`src/pkg/hbus_pkg.sv`:
```
// Shared constants and types for the host port and its controller
package hbus_pkg;
  localparam int DATA_W = 32;
  localparam int HALF_W = 16;
  localparam int ADDR_HI = 7;
  localparam int DW_ADDR_W = 6;
  localparam int FIFO_DEPTH = 8;
  localparam int FIFO_W = DW_ADDR_W + DATA_W;
  // Device-side register byte addresses
  localparam logic [7:0] CFG_OFF = 8'h74;
  localparam logic [7:0] ORDER_OFF = 8'h98;
  localparam int CFG_WIDTH_BIT = 2;
  localparam logic [31:0] ORDER_RST = 32'h00000000;
  localparam logic [31:0] ORDER_SWAP = 32'hFFFFFFFF;
  // Controller registers on AHB-Lite
  localparam logic [7:0] H_CTRL_OFF = 8'h00;
  localparam logic [7:0] H_ADDR_OFF = 8'h04;
  localparam logic [7:0] H_WDATA_OFF = 8'h08;
  localparam logic [7:0] H_RDATA_OFF = 8'h0C;
  localparam logic [7:0] H_STAT_OFF = 8'h10;
  localparam int CTRL_GO_WR_BIT = 0;
  localparam int CTRL_GO_RD_BIT = 1;
  localparam int CTRL_MODE16_BIT = 2;
  localparam int STAT_BUSY_BIT = 0;
  localparam int STAT_DONE_BIT = 1;
  typedef enum logic [2:0] {
    H_IDLE,
    H_WAIT_RDY,
    H_ISSUE,
    H_WAIT_RD,
    H_NEXT
  } host_state_type;
endpackage

```
`src/pkg/hbus_if.sv`:
```
// Parallel host bus between controller and device port
`timescale 1ns/1ps
interface hbus_if;
  logic [7:1] addr;
  logic wr;
  logic rd;
  logic [31:0] wdata;
  logic [31:0] rdata;
  logic oe_lo;
  logic oe_hi;
  logic rvalid;
  logic ready;
  wire [31:0] dq;
  // Pull-downs hold undriven upper lanes low
  assign dq[15:0] = oe_lo ? rdata[15:0] : (wr ? wdata[15:0] : 16'h0000);
  assign dq[31:16] = oe_hi ? rdata[31:16] :
    (wr ? wdata[31:16] : 16'h0000);
  modport dev (
    input addr, wr, rd, wdata,
    output rdata, oe_lo, oe_hi, rvalid, ready
  );
  modport host (
    output addr, wr, rd, wdata,
    input dq, rvalid, ready
  );
endinterface

```
`src/rtl/host_port_dev.sv`:
```
// Device host port with width strap, half pairing and FIFO
//
// Local design decisions: the AHB-Lite slave port and the placing of the registers.
`timescale 1ns/1ps
module sync_fifo #(
  parameter int WIDTH = 8,
  parameter int DEPTH = 8
) (
  input wire logic i_mclk,
  input wire logic i_nrst,
  input wire logic i_in_valid,
  input wire logic [WIDTH-1:0] i_in_data,
  output logic o_in_ready,
  output logic o_out_valid,
  output logic [WIDTH-1:0] o_out_data,
  input wire logic i_out_ready
);
  localparam int PW = $clog2(DEPTH);
  logic [WIDTH-1:0] mem_ff [DEPTH];
  logic [PW-1:0] wptr_ff;
  logic [PW-1:0] rptr_ff;
  logic [PW:0] count_ff;
  logic push;
  logic pop;
  assign o_in_ready = (count_ff != (PW+1)'(DEPTH));
  assign o_out_valid = (count_ff != '0);
  assign o_out_data = mem_ff[rptr_ff];
  assign push = i_in_valid & o_in_ready;
  assign pop = o_out_valid & i_out_ready;
  always_ff @(posedge i_mclk)
  begin
    if (push)
    begin
      mem_ff[wptr_ff] <= i_in_data;
    end
  end
  always_ff @(posedge i_mclk or negedge i_nrst)
  begin
    if (!i_nrst)
    begin
      wptr_ff <= '0;
      rptr_ff <= '0;
      count_ff <= '0;
    end
    else
    begin
      if (push)
      begin
        wptr_ff <= (wptr_ff == PW'(DEPTH-1)) ? '0 : wptr_ff + 1'b1;
      end
      if (pop)
      begin
        rptr_ff <= (rptr_ff == PW'(DEPTH-1)) ? '0 : rptr_ff + 1'b1;
      end
      count_ff <= count_ff + (PW+1)'(push) - (PW+1)'(pop);
    end
  end
endmodule // sync_fifo

module host_port_dev (
  input wire logic i_mclk,
  input wire logic i_nrst,
  hbus_if.dev bus,
  input wire logic i_width_strap,
  output logic o_wr_valid,
  output logic [hbus_pkg::DW_ADDR_W-1:0] o_wr_addr,
  output logic [hbus_pkg::DATA_W-1:0] o_wr_data,
  input wire logic i_wr_ready,
  output logic o_rd_req,
  output logic [hbus_pkg::DW_ADDR_W-1:0] o_rd_addr,
  input wire logic [hbus_pkg::DATA_W-1:0] i_rd_data,
  output logic o_is_32bit
);
  import hbus_pkg::*;

  logic strap1_ff;
  logic strap2_ff;
  logic strap3_ff;
  logic width32_ff;
  logic [31:0] order_ff;
  logic wpend_ff;
  logic whalf_ff;
  logic [15:0] wbuf_ff;
  logic rpend_ff;
  logic [31:0] rlatch_ff;
  logic rstage_ff;
  logic rstage_half_ff;
  logic rstage_fetch_ff;
  logic [7:0] rstage_addr_ff;
  logic [31:0] rdata_ff;
  logic oe_lo_ff;
  logic oe_hi_ff;
  logic rvalid_ff;
  logic ready_ff;
  logic is16;
  logic half;
  logic [7:0] byte_addr;
  logic commit;
  logic [31:0] commit_data;
  logic fifo_push;
  logic fifo_in_ready;
  logic [31:0] fetched;

  // Internal half: 0 = bytes 1:0, 1 = bytes 3:2
  function automatic logic map_half(input logic a1, input logic [31:0] ctl);
    map_half = a1 ^ (ctl == ORDER_SWAP);
  endfunction

  function automatic logic [31:0] place(input logic h, input logic [15:0] d,
                                        input logic [15:0] other);
    place = h ? {d, other} : {other, d};
  endfunction

  assign is16 = ~width32_ff;
  assign byte_addr = {bus.addr[7:2], 2'b00};
  assign half = is16 & map_half(bus.addr[1], order_ff);

  // Strap sync: accept only when stages two and three agree
  always_ff @(posedge i_mclk or negedge i_nrst)
  begin
    if (!i_nrst)
    begin
      strap1_ff <= 1'b0;
      strap2_ff <= 1'b0;
      strap3_ff <= 1'b0;
      width32_ff <= 1'b0;
    end
    else
    begin
      strap1_ff <= i_width_strap;
      strap2_ff <= strap1_ff;
      strap3_ff <= strap2_ff;
      if (strap2_ff == strap3_ff)
      begin
        width32_ff <= strap3_ff;
      end
    end
  end
  assign o_is_32bit = width32_ff;

  // Write pairing
  always_comb
  begin
    commit = 1'b0;
    commit_data = bus.wdata;
    if (bus.wr)
    begin
      if (!is16)
      begin
        commit = 1'b1;
      end
      else if (wpend_ff && (half != whalf_ff))
      begin
        commit = 1'b1;
        commit_data = place(half, bus.wdata[15:0], wbuf_ff);
      end
    end
  end

  always_ff @(posedge i_mclk or negedge i_nrst)
  begin
    if (!i_nrst)
    begin
      wpend_ff <= 1'b0;
      whalf_ff <= 1'b0;
      wbuf_ff <= 16'h0000;
    end
    else if (bus.wr && is16)
    begin
      if (!wpend_ff)
      begin
        wpend_ff <= 1'b1;
        whalf_ff <= half;
        wbuf_ff <= bus.wdata[15:0];
      end
      else if (half != whalf_ff)
      begin
        wpend_ff <= 1'b0;
      end
      // Same half again: dropped, first half stays pending
    end
  end

  always_ff @(posedge i_mclk or negedge i_nrst)
  begin
    if (!i_nrst)
    begin
      order_ff <= ORDER_RST;
    end
    else if (commit && byte_addr == ORDER_OFF)
    begin
      order_ff <= commit_data;
    end
  end

  // Dwords to the data side; registers are kept local
  assign fifo_push = commit && byte_addr != ORDER_OFF && byte_addr != CFG_OFF;

  sync_fifo #(
    .WIDTH(FIFO_W),
    .DEPTH(FIFO_DEPTH)
  ) u_fifo (
    .i_mclk(i_mclk),
    .i_nrst(i_nrst),
    .i_in_valid(fifo_push),
    .i_in_data({bus.addr[7:2], commit_data}),
    .o_in_ready(fifo_in_ready),
    .o_out_valid(o_wr_valid),
    .o_out_data({o_wr_addr, o_wr_data}),
    .i_out_ready(i_wr_ready)
  );

  // Ready drops the cycle after a push so the host cannot overrun
  always_ff @(posedge i_mclk or negedge i_nrst)
  begin
    if (!i_nrst)
    begin
      ready_ff <= 1'b0;
    end
    else
    begin
      ready_ff <= fifo_in_ready & ~fifo_push;
    end
  end

  // Read stage one: decide fetch and half
  always_ff @(posedge i_mclk or negedge i_nrst)
  begin
    if (!i_nrst)
    begin
      rpend_ff <= 1'b0;
      rstage_ff <= 1'b0;
      rstage_half_ff <= 1'b0;
      rstage_fetch_ff <= 1'b0;
      rstage_addr_ff <= 8'h00;
      o_rd_req <= 1'b0;
      o_rd_addr <= '0;
    end
    else
    begin
      rstage_ff <= bus.rd;
      o_rd_req <= 1'b0;
      if (bus.rd)
      begin
        rstage_half_ff <= half;
        rstage_addr_ff <= byte_addr;
        rstage_fetch_ff <= ~is16 | ~rpend_ff;
        if (!is16 || !rpend_ff)
        begin
          o_rd_req <= byte_addr != ORDER_OFF && byte_addr != CFG_OFF;
          o_rd_addr <= bus.addr[7:2];
        end
        if (is16 && !rpend_ff)
        begin
          rpend_ff <= 1'b1;
        end
        else
        begin
          // Second half or same-half repeat both restart pairing
          rpend_ff <= 1'b0;
        end
      end
    end
  end

  always_comb
  begin
    if (rstage_addr_ff == CFG_OFF)
    begin
      fetched = 32'h00000000;
      fetched[CFG_WIDTH_BIT] = width32_ff;
    end
    else if (rstage_addr_ff == ORDER_OFF)
    begin
      fetched = order_ff;
    end
    else
    begin
      fetched = i_rd_data;
    end
  end

  // Read stage two: drive the lanes
  always_ff @(posedge i_mclk or negedge i_nrst)
  begin
    if (!i_nrst)
    begin
      rlatch_ff <= 32'h00000000;
      rdata_ff <= 32'h00000000;
      oe_lo_ff <= 1'b0;
      oe_hi_ff <= 1'b0;
      rvalid_ff <= 1'b0;
    end
    else
    begin
      rvalid_ff <= rstage_ff;
      oe_lo_ff <= rstage_ff;
      oe_hi_ff <= rstage_ff & width32_ff;
      if (rstage_ff)
      begin
        if (rstage_fetch_ff)
        begin
          rlatch_ff <= fetched;
        end
        if (width32_ff)
        begin
          rdata_ff <= fetched;
        end
        else if (rstage_fetch_ff)
        begin
          rdata_ff <= {16'h0000, rstage_half_ff ? fetched[31:16]
                                                : fetched[15:0]};
        end
        else
        begin
          rdata_ff <= {16'h0000, rstage_half_ff ? rlatch_ff[31:16]
                                                : rlatch_ff[15:0]};
        end
      end
    end
  end

  assign bus.rdata = rdata_ff;
  assign bus.oe_lo = oe_lo_ff;
  assign bus.oe_hi = oe_hi_ff;
  assign bus.rvalid = rvalid_ff;
  assign bus.ready = ready_ff;
endmodule // host_port_dev

```
`src/flat_wrapper.sv`:
```
// flat-port wrapper written by rule: the top's interface ports become plain ports
module host_port_dev_flat import hbus_pkg::*;
  (i_mclk, i_nrst, i_width_strap, o_wr_valid, o_wr_addr, o_wr_data, i_wr_ready, o_rd_req, o_rd_addr, i_rd_data, o_is_32bit, bus_addr, bus_wr, bus_rd, bus_wdata, bus_rdata, bus_oe_lo, bus_oe_hi, bus_rvalid, bus_ready);
  hbus_if bus_i ();
  input wire logic i_mclk;
  input wire logic i_nrst;
  input wire logic i_width_strap;
  output logic o_wr_valid;
  output logic [hbus_pkg::DW_ADDR_W-1:0] o_wr_addr;
  output logic [hbus_pkg::DATA_W-1:0] o_wr_data;
  input wire logic i_wr_ready;
  output logic o_rd_req;
  output logic [hbus_pkg::DW_ADDR_W-1:0] o_rd_addr;
  input wire logic [hbus_pkg::DATA_W-1:0] i_rd_data;
  output logic o_is_32bit;
  input wire logic [$bits(bus_i.addr)-1:0] bus_addr;
  input wire logic [$bits(bus_i.wr)-1:0] bus_wr;
  input wire logic [$bits(bus_i.rd)-1:0] bus_rd;
  input wire logic [$bits(bus_i.wdata)-1:0] bus_wdata;
  output wire logic [$bits(bus_i.rdata)-1:0] bus_rdata;
  output wire logic [$bits(bus_i.oe_lo)-1:0] bus_oe_lo;
  output wire logic [$bits(bus_i.oe_hi)-1:0] bus_oe_hi;
  output wire logic [$bits(bus_i.rvalid)-1:0] bus_rvalid;
  output wire logic [$bits(bus_i.ready)-1:0] bus_ready;
  assign bus_i.addr = bus_addr;
  assign bus_i.wr = bus_wr;
  assign bus_i.rd = bus_rd;
  assign bus_i.wdata = {>>{bus_wdata}};
  assign bus_rdata = {>>{bus_i.rdata}};
  assign bus_oe_lo = bus_i.oe_lo;
  assign bus_oe_hi = bus_i.oe_hi;
  assign bus_rvalid = bus_i.rvalid;
  assign bus_ready = bus_i.ready;
  host_port_dev u_core (.i_mclk(i_mclk), .i_nrst(i_nrst), .bus(bus_i), .i_width_strap(i_width_strap), .o_wr_valid(o_wr_valid), .o_wr_addr(o_wr_addr), .o_wr_data(o_wr_data), .i_wr_ready(i_wr_ready), .o_rd_req(o_rd_req), .o_rd_addr(o_rd_addr), .i_rd_data(i_rd_data), .o_is_32bit(o_is_32bit));
endmodule
```
`config.mk`:
```
export PLATFORM = sky130hd
export DESIGN_NAME = host_port_dev_flat
export DESIGN_NICKNAME = d
export VERILOG_FILES = /design/src/pkg/hbus_pkg.sv /design/src/pkg/hbus_if.sv /design/src/rtl/host_port_dev.sv /design/src/flat_wrapper.sv
export SDC_FILE = /design/constraint.sdc
export NUM_CORES = 1
export LEC_CHECK = 0
export CAP_MARGIN = 20
export CORE_UTILIZATION = 50
export CTS_CLUSTER_DIAMETER = 80
export DETAILED_ROUTE_END_ITERATION = 8
export DONT_BUFFER_PORTS = 1
export SLEW_MARGIN = 20
export SYNTH_ARGS = -nofsm -noshare
export SYNTH_HDL_FRONTEND = slang
export SYNTH_HIERARCHICAL = 1
export SYNTH_SLANG_ARGS = --single-unit
```
`constraint.sdc`:
```
create_clock -name i_mclk -period 8.7 [get_ports i_mclk]
set_input_delay 0.87 -clock i_mclk [delete_from_list [all_inputs] [get_ports i_mclk]]
set_output_delay 0.87 -clock i_mclk [all_outputs]
set_load 0.02 [all_outputs]
```
==> results.md <==
* Outcome: finished, final reports clean
* Setup WS pre-CTS at about 5000 ps
* Sink Count at 452
* Total track usage at 23.9%
* Final setup vio count at 0
* Sequential element share of the synthesized area at 67.5%
* Worst path arrival time at 3300 ps
* Peak VDD IR at between 0.15 and 0.2 mV
* Synth warn at 6
* Hold buffer count at CTS at 2
* Async S/R FF share, synth at about 33%
* Syn Area/Cell at 16.7 sq um
* TritonCTS Buffers at 47
* Max-Cap Viols at 0
* Final Critical Period at 4170 ps
* Ys flop type: edfxtp_1
* Final Hold Fails at 0
* Yosys reg bits at 452
* Starting Density at 50.6%
* Worst flop-to-flop path endpoint: u_core/order_ff[5]
* EDFF count, synth at just over 300
* Net Sw Power at 0.00201 W
* Row count at 71
* Clock buffer depth at 3
* First-pass GRT wire length at 67800 um
* Syn-to-layout area delta at 10.1%
* RD Place Congestion at 0.810
* Post-CTS Resized at 0
* I/O pin count at 160
* Root Buffer: clkbuf_16
* Final nets at 1220
* Top post-synthesis cells by count: edfxtp_1, dfrtp_1, mux2_2, mux4_2, nand2_1
* Remaining DRCs at 0
* Most numerous cell in the Yosys netlist: edfxtp_1
* Core area at 37600 sq um
* Vias per cell at around 6
* Yosys cell types at 54
* Post-Syn Area at about 19000 sq um
* Top cells by area, synth: edfxtp_1, dfrtp_1, mux4_2
* Drt wl/cell at 26.7 um
* Static Leakage at 7.61 nW
* Startpoint Class: flip-flop
* Worst path max stage delay at 1060 ps
* Largest net degree at the start of global routing at 130
* RSZ-0062 raised after global routing: false
* CP delay by family, top: flip-flops
* Share of the synthesized area in the top cell type at approximately 48%
* Logic pwr share at between 20% and 30%
* Pwr per Cell Area at 309 nW/um^2
* Setup slack, reg-to-reg at 5120 ps
* Clk pwr share at roughly 28%
* Int Power at 0.00447 W
* GR Overflow Total at 0
* CTS tree: yes
* Filler cells at 2910
* Worst setup margin at 4530 ps
* Hold Crit Class: input pin to async pin
* Period utilization at 47.9%
* Sw frac at a little under a third
* Final Cell Area at 20900 sq um
* Routed Antenna Nets at 0
* Share of cells above drive strength 1 at 28.0%
* DP HPWL at 27500 um
* Hold WS at about 130 ps
* Setup Skew at 25.1 ps
* Die width at 197 um
* Critical path's slowest cell: dfrtp_4
* Vias in the first global route at 10300
* Mapped Cells at about 1100
* Initial antenna violation count at 10
* Critical Path Stages at 3
* Postcts setup bufs at 0
* Max_slew headroom at roughly a third
* Die footprint at 38800 sq um
* Required time worst endpoint at between 7000 and 8000 ps
* Worst setup EP type: primary output
* Cell taking the most area after synthesis: edfxtp_1
* Final slew viol count at 0
* Placed cell areas at 19500 sq um
* Syn Nets at 1224
* Die height at 197 um
* Drt total wl at roughly 45000 um
* Total power at 0.00648 W
* Via count of the routed design at 10100
* Crit-path max FO at 49
* Type of the worst setup path: flip-flop to primary output
* Sequential Power Share at 45.4%
* Reg2reg start: u_core/order_ff[7]
* CP Cell Sequence: buf_4, mux4_2, mux2_2
* Reg2reg path depth at 6
* Final setup TNS at 0 ps
* Buf+Inv Stages, Crit Path at 1
* DR iter-0 viols at 726
* Skew-Pair Late Insertion Delay at 570 ps
* CTS HTree Levels at 2
* Worst-path clk slew at 60 ps
* Worst Tran Pin Value at slightly above 1000 ps
* Max Clock Freq at 240 MHz
* Number of buffers inserted by port buffering at 0
* DR pass1 iterations at 5
layout make-up:
cell class | instances | area [sq um] | area share, %
Antenna cell | 6 | 15.0 | 0.0717
Clock buffer | 72 | 1310 | 6.26
Clock inverter | 14 | 75.1 | 0.359
Inverter | 27 | 101 | 0.484
Multi-Input combinational cell | 583 | 5760 | 27.5
Sequential cell | 452 | 12800 | 61.3
Tap cell | 511 | 639 | 3.05
Timing Repair Buffer | 21 | 201 | 0.962
kinds of logic (layout without fill, tap and decap cells):
kind of cell / after synthesis / after routing / synth area share [%]
multiplexers: 231 / 231 / 18.7
AO/OA/AOI/OAI: 142 / 142 / 5.51
adder cells (fa/ha/maj): 12 / 12 / 0.816
AND/OR/NAND/NOR: 195 / 195 / 4.88
other: 0 / 6 / 0
flip-flops: 452 / 452 / 67.5
XOR/XNOR: 3 / 3 / 0.138
buffers and inverters: 101 / 134 / 2.49
metal layers:
metal	vias to the layer above	share of wire [%]	track usage [%]
met4	10	2.5	7.38
met1	5330	42	32.8
met5	-	0.14	0
li1	4453	-	-
met2	266	49	38.1
met3	74	6.6	5.65
stage by stage:
step	std cells	utilization, %
2_1_floorplan	1136	-
3_3_place_gp	1591	51.8
3_5_place_dp	1591	51.8
4_1_cts	1679	55.6
5_1_grt	1683	55.7
6_report	1686	55.7
layout by cell type (no fill, tap or decap), drive strengths merged, types with 3 or more instances in the layout:
cell type  instances
buf               21
o22ai             17
nand2             72
nor2b              5
mux2i             17
diode              6
clkbuf            72
a2bb2oi           15
nor4               3
dfrtp            148
mux2             138
o221a             16
mux4              76
ha                10
edfxtp           304
nand4              8
or3               17
nor3               4
o21ai             37
a31oi             17
a211o             16
nor2              45
and3               3
a221oi            15
nand3             22
inv               30
clkinv            10
worst max-delay path by stage:
stage	startpoint	end	slack, ps
after floorplan	bus_addr[0]	u_core/u_fifo/mem_ff[0][0]	2750
after global placement	u_core/u_fifo/rptr_ff[0]	o_wr_addr[3]	5010
after detailed placement	u_core/u_fifo/rptr_ff[0]	o_wr_data[8]	5000
after CTS	u_core/u_fifo/rptr_ff[0]	o_wr_data[8]	4410
after global routing	u_core/u_fifo/rptr_ff[0]	o_wr_data[11]	4270
final	u_core/u_fifo/rptr_ff[0]	o_wr_data[11]	4530
sequential cells by signal (all words and copies together) (netlist names), 3 cells and up:
register	flops
u_core/rlatch_ff	32
u_core/u_fifo/wptr_ff	3
u_core/u_fifo/mem_ff	304
u_core/u_fifo/count_ff	4
u_core/order_ff	32
u_core/rstage_addr_ff	6
u_core/o_rd_addr	6
u_core/wbuf_ff	16
u_core/u_fifo/rptr_ff	3
u_core/bus.rdata	32
worst reg2reg max path: stages (launching register included):
cell	delay, ps
dfrtp_1	390
nand4_1	210
or4_4	580
or3_1	680
a211o_1	760
mux2_2	540
mux2_2	300
power by group through the flow:
stage | combinational [W] | clock [W] | sequential, W
4_1_cts | 0.00174 | 0.00187 | 0.00295
5_1_grt | 0.00184 | 0.00195 | 0.00299
2_1_floorplan | 0.00145 | 0 | 0.00286
3_3_place_gp | 0.00171 | 0 | 0.00297
3_5_place_dp | 0.00172 | 0 | 0.00299
6_report | 0.00171 | 0.00183 | 0.00294
(Power assumes the default switching activity.)
